[config.mk]
export PLATFORM = sky130hd
export DESIGN_NAME = rxc_regs
export DESIGN_NICKNAME = d
export VERILOG_FILES = /design/src/design/rxc_pkg.sv /design/src/design/rxc_sticky.sv /design/src/design/rxc_regs.sv
export VERILOG_INCLUDE_DIRS = /design/src /design/src/design
export SDC_FILE = /design/constraint.sdc
export NUM_CORES = 1
export LEC_CHECK = 0
export BUFFER_PORTS_ARGS = -buffer_cell sky130_fd_sc_hd__buf_2
export CORE_MARGIN = 5
export CORE_UTILIZATION = 54
export DETAILED_ROUTE_END_ITERATION = 8
export PLACE_DENSITY = 0.78
export REMOVE_ABC_BUFFERS = 1
export SYNTH_ARGS = -nofsm -noshare
export SYNTH_HDL_FRONTEND = slang
export SYNTH_SLANG_ARGS = --single-unit
export TNS_END_PERCENT = 1
[constraint.sdc]
create_clock -name core_clk -period 1.95 [get_ports core_clk]
set_input_delay 0.0975 -clock core_clk [delete_from_list [all_inputs] [get_ports core_clk]]
set_output_delay 0.0975 -clock core_clk [all_outputs]
set_load 0.02 [all_outputs]
[src/design/rxc_params.svh]
// Register offsets, field positions and reset values of the receiver config slice.
// Assumes inclusion by bare name from the design files; definitions only.
`ifndef RXC_PARAMS_SVH
`define RXC_PARAMS_SVH

// ----------------------------------------
// Register offsets
// ----------------------------------------
`define RXC_OFS_STATUS 5'h0e
`define RXC_OFS_THRESH 5'h0f
`define RXC_OFS_BW 5'h10
`define RXC_OFS_IMAGE 5'h11
`define RXC_OFS_SYNC 5'h12
`define RXC_OFS_IRQ_STAT 5'h1e
`define RXC_OFS_IRQ_MASK 5'h1f

// ----------------------------------------
// Field positions of the status register
// ----------------------------------------
`define RXC_B_FILL_POLICY 7
`define RXC_B_FILL_CTRL 6
`define RXC_B_LEVEL 2
`define RXC_B_LOCK 1
`define RXC_B_LOCK_EN 0

// ----------------------------------------
// Field positions of the sync config register
// ----------------------------------------
`define RXC_B_IMG_EN 7
`define RXC_B_BITSYNC_OFF 6
`define RXC_B_SYNC_EN 5

// ----------------------------------------
// Reset values
// ----------------------------------------
`define RXC_RST_RES14 2'h0
`define RXC_RST_THRESH 8'h00
`define RXC_RST_PREFILT 4'h0
`define RXC_RST_CHAN 4'h3
`define RXC_RST_CENTER 4'h3
`define RXC_RST_RES17 4'h8
`define RXC_RST_SYNC_LEN 2'h3
`define RXC_RST_SYNC_TOL 2'h0
`define RXC_RST_MASK 2'h0

// Interrupt status bit positions
`define RXC_IRQ_LEVEL 0
`define RXC_IRQ_LOCK 1

`endif

[src/design/rxc_pkg.sv]
// Types shared by the receiver config slice.
// Assumes rxc_params.svh supplies the numbers.
package rxc_pkg;
    // Sync pattern length selection
    typedef enum logic [1:0] {
        RXC_SYNC_8,
        RXC_SYNC_16,
        RXC_SYNC_24,
        RXC_SYNC_32
    } rxc_sync_len_t;
    // Capture state of the FIFO load gate
    typedef enum logic {
        RXC_IDLE,
        RXC_LOAD
    } rxc_cap_state_t;
endpackage

[src/design/rxc_sticky.sv]
// One sticky flag: hardware set beats a write-one clear in the same cycle.
// Assumes single clock, synchronous active-high reset.
`timescale 1ns/1ps
module rxc_sticky (
    input wire logic core_clk,
    input wire logic rst,
    input wire logic set_in,
    input wire logic clr_in,
    output logic flag_reg
);
    // ----------------------------------------
    // Flag storage
    // ----------------------------------------
    // Set is tested first so a coincident event is not lost
    always_ff @(posedge core_clk) begin
        if (rst) begin
            flag_reg <= 1'b0;
        end else if (set_in) begin
            flag_reg <= 1'b1;
        end else if (clr_in) begin
            flag_reg <= 1'b0;
        end
    end
endmodule

[src/design/rxc_regs.sv]
// Receiver interrupt and configuration registers, addresses 14 to 18, plus irq regs.
// Assumes a plain strobe port master and a synchronous level measurement input.
//
// Added by the designer: the address-and-strobe port.
`timescale 1ns/1ps
`include "rxc_params.svh"

module rxc_regs #(
    parameter int ADDR_W = 5,
    parameter int DATA_W = 8
) (
    input wire logic core_clk,
    input wire logic rst,
    input wire logic [ADDR_W-1:0] addr,
    input wire logic [DATA_W-1:0] wdata,
    input wire logic wr_stb,
    input wire logic rd_stb,
    output logic [DATA_W-1:0] rdata,
    input wire logic [7:0] signal_strength,
    input wire logic synth_lock_det,
    input wire logic sync_detected,
    input wire logic fifo_full_stop,
    output logic fifo_load_en,
    output logic lock_pin_o,
    output logic lock_pin_oe_n,
    output logic [3:0] prefilter_bw_code,
    output logic [3:0] channel_bw_code,
    output logic [3:0] image_filter_center_code,
    output logic image_filter_enable,
    output logic bitsync_run,
    output logic sync_enable,
    output logic [1:0] sync_len_code,
    output logic [1:0] sync_tol_code,
    output logic irq
);
    // ----------------------------------------
    // Storage
    // ----------------------------------------
    logic fill_policy_reg; // 1: manual capture
    logic fill_ctrl_reg; // Manual capture control bit
    logic [1:0] res14_reg; // Reserved bits 4-3
    logic lock_en_reg; // Lock pin enable
    logic [7:0] thresh_reg; // Level alarm threshold
    logic [3:0] prefilt_reg; // Prefilter code
    logic [3:0] chan_reg; // Channel bandwidth code
    logic [3:0] center_reg; // Image center code
    logic [3:0] res17_reg; // Reserved bits 3-0
    logic img_en_reg; // Image filter enable
    logic bitsync_off_reg; // Bit recovery bypass
    logic sync_en_reg; // Sync recognition enable
    logic [1:0] sync_len_reg; // Pattern length code
    logic [1:0] sync_tol_reg; // Error allowance code
    logic res18_reg; // Reserved bit 0
    logic [1:0] irq_mask_reg; // Interrupt mask
    logic [1:0] irq_stat_reg; // Interrupt status
    logic level_flag; // Signal-level flag
    logic lock_flag; // Synth lock flag
    logic lock_prev_reg; // Lock edge detect
    logic level_prev_reg; // Level edge detect
    rxc_pkg::rxc_cap_state_t cap_state_reg; // Auto capture state

    // Address hit helper, used for every register
    function automatic logic wr_hit(input logic [ADDR_W-1:0] a, input logic [ADDR_W-1:0] ofs);
        wr_hit = wr_stb && (a == ofs);
    endfunction

    logic level_above; // Strength above threshold
    logic lock_set; // Lock flag set pulse
    logic level_clr; // Write one to level bit
    logic lock_clr; // Write one to lock bit
    logic wr_status; // Status register write

    assign wr_status = wr_hit(addr, `RXC_OFS_STATUS);
    assign level_above = signal_strength > thresh_reg;
    assign level_clr = wr_status && wdata[`RXC_B_LEVEL];
    assign lock_clr = wr_status && wdata[`RXC_B_LOCK];
    // Lock detection is disabled while its enable is zero
    assign lock_set = synth_lock_det && lock_en_reg && !lock_prev_reg;

    // ----------------------------------------
    // Sticky flags
    // ----------------------------------------
    rxc_sticky u_level (
        .core_clk(core_clk),
        .rst(rst),
        .set_in(level_above),
        .clr_in(level_clr),
        .flag_reg(level_flag)
    );

    rxc_sticky u_lock (
        .core_clk(core_clk),
        .rst(rst),
        .set_in(lock_set),
        .clr_in(lock_clr),
        .flag_reg(lock_flag)
    );

    // Edge memory so a steady lock does not re-set a cleared flag forever
    always_ff @(posedge core_clk) begin
        if (rst) begin
            lock_prev_reg <= 1'b0;
            level_prev_reg <= 1'b0;
        end else begin
            lock_prev_reg <= synth_lock_det && lock_en_reg;
            level_prev_reg <= level_flag;
        end
    end

    // ----------------------------------------
    // Status register 14 control fields
    // ----------------------------------------
    always_ff @(posedge core_clk) begin
        if (rst) begin
            fill_policy_reg <= 1'b0;
            fill_ctrl_reg <= 1'b0;
            res14_reg <= `RXC_RST_RES14;
            lock_en_reg <= 1'b1;
        end else if (wr_status) begin
            fill_policy_reg <= wdata[`RXC_B_FILL_POLICY];
            fill_ctrl_reg <= wdata[`RXC_B_FILL_CTRL];
            res14_reg <= wdata[4:3];
            lock_en_reg <= wdata[`RXC_B_LOCK_EN];
        end
    end

    // ----------------------------------------
    // Configuration registers 15 to 18
    // ----------------------------------------
    always_ff @(posedge core_clk) begin
        if (rst) begin
            thresh_reg <= `RXC_RST_THRESH;
            prefilt_reg <= `RXC_RST_PREFILT;
            chan_reg <= `RXC_RST_CHAN;
            center_reg <= `RXC_RST_CENTER;
            res17_reg <= `RXC_RST_RES17;
            img_en_reg <= 1'b0;
            bitsync_off_reg <= 1'b0;
            sync_en_reg <= 1'b0;
            sync_len_reg <= `RXC_RST_SYNC_LEN;
            sync_tol_reg <= `RXC_RST_SYNC_TOL;
            res18_reg <= 1'b0;
        end else begin
            if (wr_hit(addr, `RXC_OFS_THRESH)) begin
                thresh_reg <= wdata;
            end
            if (wr_hit(addr, `RXC_OFS_BW)) begin
                prefilt_reg <= wdata[7:4];
                chan_reg <= wdata[3:0];
            end
            if (wr_hit(addr, `RXC_OFS_IMAGE)) begin
                center_reg <= wdata[7:4];
                res17_reg <= wdata[3:0];
            end
            if (wr_hit(addr, `RXC_OFS_SYNC)) begin
                img_en_reg <= wdata[`RXC_B_IMG_EN];
                bitsync_off_reg <= wdata[`RXC_B_BITSYNC_OFF];
                sync_en_reg <= wdata[`RXC_B_SYNC_EN];
                sync_len_reg <= wdata[4:3];
                sync_tol_reg <= wdata[2:1];
                res18_reg <= wdata[0];
            end
        end
    end

    // ----------------------------------------
    // Configuration outputs, one cycle after the write
    // ----------------------------------------
    always_ff @(posedge core_clk) begin
        if (rst) begin
            prefilter_bw_code <= `RXC_RST_PREFILT;
            channel_bw_code <= `RXC_RST_CHAN;
            image_filter_center_code <= `RXC_RST_CENTER;
            image_filter_enable <= 1'b0;
            bitsync_run <= 1'b1;
            sync_enable <= 1'b0;
            sync_len_code <= `RXC_RST_SYNC_LEN;
            sync_tol_code <= `RXC_RST_SYNC_TOL;
        end else begin
            prefilter_bw_code <= prefilt_reg;
            channel_bw_code <= chan_reg;
            image_filter_center_code <= center_reg;
            image_filter_enable <= img_en_reg;
            bitsync_run <= !bitsync_off_reg;
            sync_enable <= sync_en_reg;
            sync_len_code <= sync_len_reg;
            sync_tol_code <= sync_tol_reg;
        end
    end

    // ----------------------------------------
    // Lock pin
    // ----------------------------------------
    // Enable low while driving; pin floats when lock detection is off
    always_ff @(posedge core_clk) begin
        if (rst) begin
            lock_pin_o <= 1'b0;
            lock_pin_oe_n <= 1'b1;
        end else begin
            lock_pin_o <= lock_flag && lock_en_reg;
            lock_pin_oe_n <= !lock_en_reg;
        end
    end

    // ----------------------------------------
    // Automatic capture state
    // ----------------------------------------
    // Waits for sync, loads until full stops it or policy turns manual
    always_ff @(posedge core_clk) begin
        if (rst) begin
            cap_state_reg <= rxc_pkg::RXC_IDLE;
        end else begin
            unique case (cap_state_reg)
                rxc_pkg::RXC_IDLE: begin
                    if (!fill_policy_reg && sync_detected) begin
                        cap_state_reg <= rxc_pkg::RXC_LOAD;
                    end
                end
                rxc_pkg::RXC_LOAD: begin
                    if (fill_policy_reg || fifo_full_stop) begin
                        cap_state_reg <= rxc_pkg::RXC_IDLE;
                    end
                end
            endcase
        end
    end

    // Load gate: manual bit or auto state, by policy
    always_ff @(posedge core_clk) begin
        if (rst) begin
            fifo_load_en <= 1'b0;
        end else if (fill_policy_reg) begin
            fifo_load_en <= fill_ctrl_reg;
        end else begin
            fifo_load_en <= (cap_state_reg == rxc_pkg::RXC_LOAD);
        end
    end

    // ----------------------------------------
    // Interrupt status and mask
    // ----------------------------------------
    // Level flag rising edge and the lock set pulse set sticky bits; write one clears, set wins
    always_ff @(posedge core_clk) begin
        if (rst) begin
            irq_stat_reg <= 2'h0;
            irq_mask_reg <= `RXC_RST_MASK;
        end else begin
            for (int i = 0; i < 2; i++) begin
                if (i == `RXC_IRQ_LEVEL && level_flag && !level_prev_reg) begin
                    irq_stat_reg[i] <= 1'b1;
                end else if (i == `RXC_IRQ_LOCK && lock_set) begin
                    irq_stat_reg[i] <= 1'b1;
                end else if (wr_hit(addr, `RXC_OFS_IRQ_STAT) && wdata[i]) begin
                    irq_stat_reg[i] <= 1'b0;
                end
            end
            if (wr_hit(addr, `RXC_OFS_IRQ_MASK)) begin
                irq_mask_reg <= wdata[1:0];
            end
        end
    end

    // Registered interrupt level, one cycle behind status
    always_ff @(posedge core_clk) begin
        if (rst) begin
            irq <= 1'b0;
        end else begin
            irq <= |(irq_stat_reg & irq_mask_reg);
        end
    end

    // ----------------------------------------
    // Read port
    // ----------------------------------------
    // Data stand only in the cycle after the strobe; unmapped reads zero
    always_ff @(posedge core_clk) begin
        if (rst) begin
            rdata <= '0;
        end else if (rd_stb) begin
            unique case (addr)
                `RXC_OFS_STATUS: rdata <= {fill_policy_reg, fill_ctrl_reg, 1'b0, res14_reg,
                    level_flag, lock_flag, lock_en_reg};
                `RXC_OFS_THRESH: rdata <= thresh_reg;
                `RXC_OFS_BW: rdata <= {prefilt_reg, chan_reg};
                `RXC_OFS_IMAGE: rdata <= {center_reg, res17_reg};
                `RXC_OFS_SYNC: rdata <= {img_en_reg, bitsync_off_reg, sync_en_reg, sync_len_reg,
                    sync_tol_reg, res18_reg};
                `RXC_OFS_IRQ_STAT: rdata <= {6'h00, irq_stat_reg};
                `RXC_OFS_IRQ_MASK: rdata <= {6'h00, irq_mask_reg};
                default: rdata <= '0;
            endcase
        end else begin
            rdata <= '0;
        end
    end
endmodule

# == Yosys cells after proc, flatten, opt, wreduce, memory -nomap -nowiden ==
# Index checks and enable logic that the tools add are counted.
# totals
ff_bits,77
out_inout_bits,31
wordCells,88
# classes
magnitude_cmp,1
n_eq_ne,7
n_mux,13
n_reduce_logical,28
bitwise_logic,3
# ops
op,n
one-hot mux 8 bit (7 select lines),1
equality test 5 bit (second input constant),5
logical AND 1 bit,16
two-way mux 1 bit,11
equality test 5 x 4 -> 1 bit (second input constant),2
> comparator 8 bit,1
nonzero test 2 bit,4
logical NOT 1 bit,5
OR reduction 2 bit,2
AND 2 bit,1
NOT 1 bit,2
one-hot mux 1 bit (2 select lines),1
logical OR 1 bit,1

# == Depth between registers and ports, before layout ==
# logic_depth
depth_word,5
ltp_mapped,7

# == By module ==
# From an unflattened synthesis, not the netlist that was laid out.
# hier_totals
hier_cells,331
hier_area_um2,3159.3
# by_module_without_submodules
module,n_inst,area_per_inst_um2,seq_area_each_um2,cells_per_inst
rxc_regs,1,3081.7,1501.4,323
rxc_sticky,2,38.8,20.0,4

# == Worst setup path before layout ==
# OpenSTA, ideal clock, no wires.
# synth_path
path_type,flip-flop to flip-flop
from,reg thresh_reg[7]
to,reg u_level.flag_reg
slack_ns,0.559
synth_period_minus_slack_ns,1.391
stages_incl_launch_ff,7
n_path_buf,0
setup_time_ns,0.120
arrival_ns,1.271
required_time_ns,1.830
path_cell_list,dfxtp_1 -> inv_1 -> ha_1 -> nand4_1 -> o21ai_0 -> a21oi_1 -> a211o_1
# synth_between
elab_chain_len,2
# synth_lines
element,line,rtl
"start, declared",rxc_regs.sv:43,logic [7:0] thresh_reg;
"start signal, assigned",rxc_regs.sv:132,thresh_reg <= `RXC_RST_THRESH;
"start signal, assigned",rxc_regs.sv:145,thresh_reg <= wdata;
> comparator 8 bit (*),rxc_regs.sv:74,assign level_above = signal_strength > thresh_reg;
two-way mux 1 bit / nonzero test 2 bit (equally long branches),--,
"end signal, assigned",rxc_sticky.sv:17,flag_reg <= 1'b0;
"end signal, assigned",rxc_sticky.sv:19,flag_reg <= 1'b1;
"end signal, assigned",rxc_sticky.sv:21,flag_reg <= 1'b0;
"end, declared",rxc_sticky.sv:9,output logic flag_reg
# Every way passes the cells marked *; elsewhere a longest branch is shown, timed or not.
# A chain may end at the register's enable or synchronous reset.

# == Final worst setup path ==
# Same ends and word-level chain as after synthesis.

==> impl_summary.log <==
[metrics] Worst Clk Skew: roughly 0.0060 ns
[metrics] maximum root-to-sink buffer count: 2
[metrics] switching part of the total power: 22.7%
[metrics] R2R Path Start: thresh_reg[7]$_SDFFE_PP0P_
[metrics] number of remaining DRC errors: 0
[metrics] part of the power in combinational logic: ~6.6%
[metrics] number of gates on the worst path with buffers counted: 6
[metrics] critical path startpoint category: flip-flop
[metrics] # clock sinks: 77
[metrics] horizontal die dimension: 85.1 um
[metrics] top library cells by usage in the layout, fill and taps aside: 77 x sky130_fd_sc_hd__dfxtp_1, 58 x sky130_fd_sc_hd__buf_2, 30 x sky130_fd_sc_hd__nor2_1, 30 x sky130_fd_sc_hd__nand2_1, 28 x sky130_fd_sc_hd__mux2i_1
[metrics] first-pass GRT wire length: 12100 um
[metrics] share of post-route cells with drive strength above 1: 23.6%
[metrics] Die Span Y: 85.1 um
[metrics] number of cell instances on the worst register-to-register path: 6
[metrics] type of the worst min-delay path: in2reg
[metrics] ratio of routed vias to standard cells: approximately 5.6
[metrics] Least-Margin Pin Slew: roughly 0.56 ns
[metrics] commonest non-fill, non-tap cell in the layout: sky130_fd_sc_hd__dfxtp_1
[metrics] minimum period implied by the final worst setup slack: around 1.5 ns
[metrics] area growth from synthesis to layout: 17.0%
[metrics] Overflow after GRT: 0
[metrics] Max transition margin: a little over three fifths
[metrics] worst-case register-to-register setup slack: roughly 0.41 ns
[metrics] count of nets after finishing: roughly 410
[metrics] cell type of the slowest stage on the worst timing path: sky130_fd_sc_hd__dfxtp_1
[metrics] cell type group with the largest total delay on the critical path: compound AO/OA/AOI/OAI gates
[metrics] setup repair after global routing missed its margin: false
[metrics] cell area power density: about 800 nW/um^2
[metrics] sequence of cells on the critical path: inv_1, ha_1, nand4_1, o21ai_0, a21oi_1, a211o_1
[metrics] Cell Area, Placed: between 3000 and 4000 um^2
[metrics] setup slack of the critical path after layout: about 0.4 ns
[metrics] proportion of synthesized chip area in sequential cells: between 50% and 60%
[metrics] Crit path largest cell delay: ~0.36 ns
[metrics] Leak Pwr: about 0.0014 uW
[metrics] share of flip-flops with an asynchronous set or reset after synthesis: 0%
[metrics] Final Instance Area: around 3600 um^2
[metrics] Iter 0 DRT Violations: approximately 160
[metrics] distinct cell type count after synthesis: between 40 and 50
[metrics] number of violations of the max-capacitance limit: 0
[metrics] largest fanout of any net on the critical path: 3
[metrics] critical path required time: between 2 and 2.5 ns
[metrics] final core utilization: between 60% and 70%
[metrics] CORE AREA: 5510 um^2
[metrics] TritonCTS clock tree: yes
[metrics] Clock transition at path regs: about 0.070 ns
[metrics] status: completed
[metrics] detail-routed net length per standard cell: ~16 um
[metrics] antenna violations before repair: 0
[metrics] first element of the critical path: thresh_reg[7]$_SDFFE_PP0P_
[metrics] Worst setup EP type: flip-flop
[metrics] number of endpoints failing setup at the final stage: 0
[metrics] drt pass-1 iters: 5
[metrics] root cell of the clock tree: sky130_fd_sc_hd__clkbuf_8
[metrics] final weighted congestion in routability-driven placement: around 0.83
[metrics] synthesis warning total: 0
[metrics] overall routed net length: ~7400 um
[metrics] Max Transition Viols Final: 0
[metrics] buffers added on ports: 58
[metrics] Total Die Area: 7240 um^2
[metrics] capture point of the worst reg-to-reg path: u_level.flag_reg$_SDFFE_PP0P_
[metrics] maximum number of pins on one net before global-route repair: just over 40
[metrics] fmax: ~0.65 GHz
[metrics] pre-CTS setup slack: around 0.35 ns
[metrics] data arrival time at the worst-slack endpoint: approximately 1.8 ns
[metrics] num ports: between 50 and 60
[metrics] worst-skew pair later-pin latency: 0.35 ns
[metrics] number of CTS-inserted buffers: 9
[metrics] antenna-violating nets left: 0
[metrics] Worst Path Buf+Inv: 1
[metrics] CP Capture Point: u_level.flag_reg$_SDFFE_PP0P_
[metrics] average cell area after synthesis: slightly below 10 um^2
[metrics] synthesized cell area: 3040 um^2
[metrics] worst setup path class: reg2reg
[metrics] Primary FF master, synth: sky130_fd_sc_hd__dfxtp_1
[metrics] starting density of the core: between 50% and 60%
[metrics] Syn Inst Count: 312
[metrics] routed vias: 2514
[metrics] flops & latches, synth: 77
[metrics] part of the cycle the worst path needs: about four fifths
[metrics] part of the total power dissipated in sequential elements: 55.2%
[metrics] Post-CTS Setup Inserts: 0
[metrics] Std-Cell Rows: 27
[metrics] maximum resistive drop on vdd: roughly 0.00042 V
[metrics] Final Hold Violating Endpoints: 0
[metrics] switching power total: around 660 uW
[metrics] level count of the clock H-tree: 3
[metrics] detailed placement HPWL: around 5000 um
[metrics] P_int: about 2300 uW
[metrics] part of the total power dissipated in the clock network: a little under two fifths
[metrics] via count of the first global-routing pass: 2446
[metrics] Fin Setup TNS: 0 ns
[metrics] diodes inserted: 0
[metrics] number of synthesized flops with an enable pin: 0
[metrics] total routing usage reported by global routing: between 20% and 30%
[metrics] quantity of gates resized following cts: 0
## per-stage QoR
| step | total power [uW] | hold slack [ns] | std cells |
|---|---|---|---|
| global placement | 1830 | 0.304 | 433 |
| global route | 3040 | 0.0262 | 449 |
| finish | 2920 | 0.0275 | 449 |
| detailed placement | 1830 | 0.308 | 433 |
| CTS | 2940 | 0.0116 | 449 |
| floorplan | 1720 | 0.167 | 293 |
## cell usage after synthesis, types with 3 or more instances
master / n / area, um^2
sky130_fd_sc_hd__a21oi_1: 17 / 85.1
sky130_fd_sc_hd__a22oi_1: 13 / 97.6
sky130_fd_sc_hd__a31oi_1: 5 / 31.3
sky130_fd_sc_hd__and3_1: 5 / 31.3
sky130_fd_sc_hd__buf_2: 3 / 15.0
sky130_fd_sc_hd__buf_6: 3 / 33.8
sky130_fd_sc_hd__clkbuf_1: 10 / 37.5
sky130_fd_sc_hd__dfxtp_1: 77 / 1540
sky130_fd_sc_hd__ha_1: 8 / 100
sky130_fd_sc_hd__inv_1: 9 / 33.8
sky130_fd_sc_hd__mux2i_1: 28 / 280
sky130_fd_sc_hd__nand2_1: 30 / 113
sky130_fd_sc_hd__nand3_1: 15 / 75.1
sky130_fd_sc_hd__nand4_1: 5 / 31.3
sky130_fd_sc_hd__nor2_1: 30 / 113
sky130_fd_sc_hd__nor2b_1: 18 / 113
sky130_fd_sc_hd__o21ai_0: 3 / 15.0
sky130_fd_sc_hd__or2_2: 6 / 37.5
## cells by family (layout without fill, tap and decap cells)
| family | Yosys count | in the layout | synth area share (%) |
|---|---|---|---|
| mux | 28 | 28 | 9.21 |
| simple gates | 121 | 121 | 20.8 |
| compound gates | 50 | 50 | 10.9 |
| flops | 77 | 77 | 50.7 |
| fa+ha+maj | 8 | 8 | 3.29 |
| buf+inv | 28 | 93 | 5.10 |
## per-layer routing
| layer | share of wire (%) | up-vias | global-route usage (%) |
|---|---|---|---|
| li1 | - | 1213 | - |
| met1 | 42 | 1155 | 27.6 |
| met2 | 47 | 123 | 34.7 |
| met3 | 7.4 | 23 | 3.88 |
| met4 | 3.2 | 0 | 11.5 |
| met5 | 0 | - | 0 |
## worst min path at each step
| stage | to | startpoint | cells past startpoint | slack, ns |
|---|---|---|---|---|
| 3_3_place_gp | cap_state_reg$_SDFF_PP0_ | fifo_full_stop | 2 | 0.30 |
| 2_1_floorplan | bitsync_off_reg$_SDFFE_PP0P_ | rst | 1 | 0.17 |
| 3_5_place_dp | cap_state_reg$_SDFF_PP0_ | fifo_full_stop | 2 | 0.31 |
| 4_1_cts | lock_prev_reg$_SDFF_PP0_ | synth_lock_det | 2 | 0.01 |
| 5_1_grt | lock_prev_reg$_SDFF_PP0_ | synth_lock_det | 2 | 0.03 |
| 6_report | lock_prev_reg$_SDFF_PP0_ | synth_lock_det | 2 | 0.03 |
## final cells by class
type	count	area [um^2]
fill	463	1950
sequential	77	1540
multi-input combinational	207	1350
timing repair buffer	69	375
clock buffer	13	139
tap	72	90.1
clock inverter	2	35.0
inverter	9	33.8
## what timing repair did
item                                    4_1_cts  5_1_grt
endpoints found under the hold margin         1        0
hold buffers                                  1        0
endpoints found under the setup margin        0        0
## power groups by stage
stage	logic, uW	registers, uW	clock network (uW)
floorplan	72.8	1650	0
global placement	185	1650	0
detailed placement	188	1650	0
CTS	192	1610	1130
global route	212	1610	1220
finish	193	1610	1110
No activity file was read; power rests on OpenSTA's default activity.
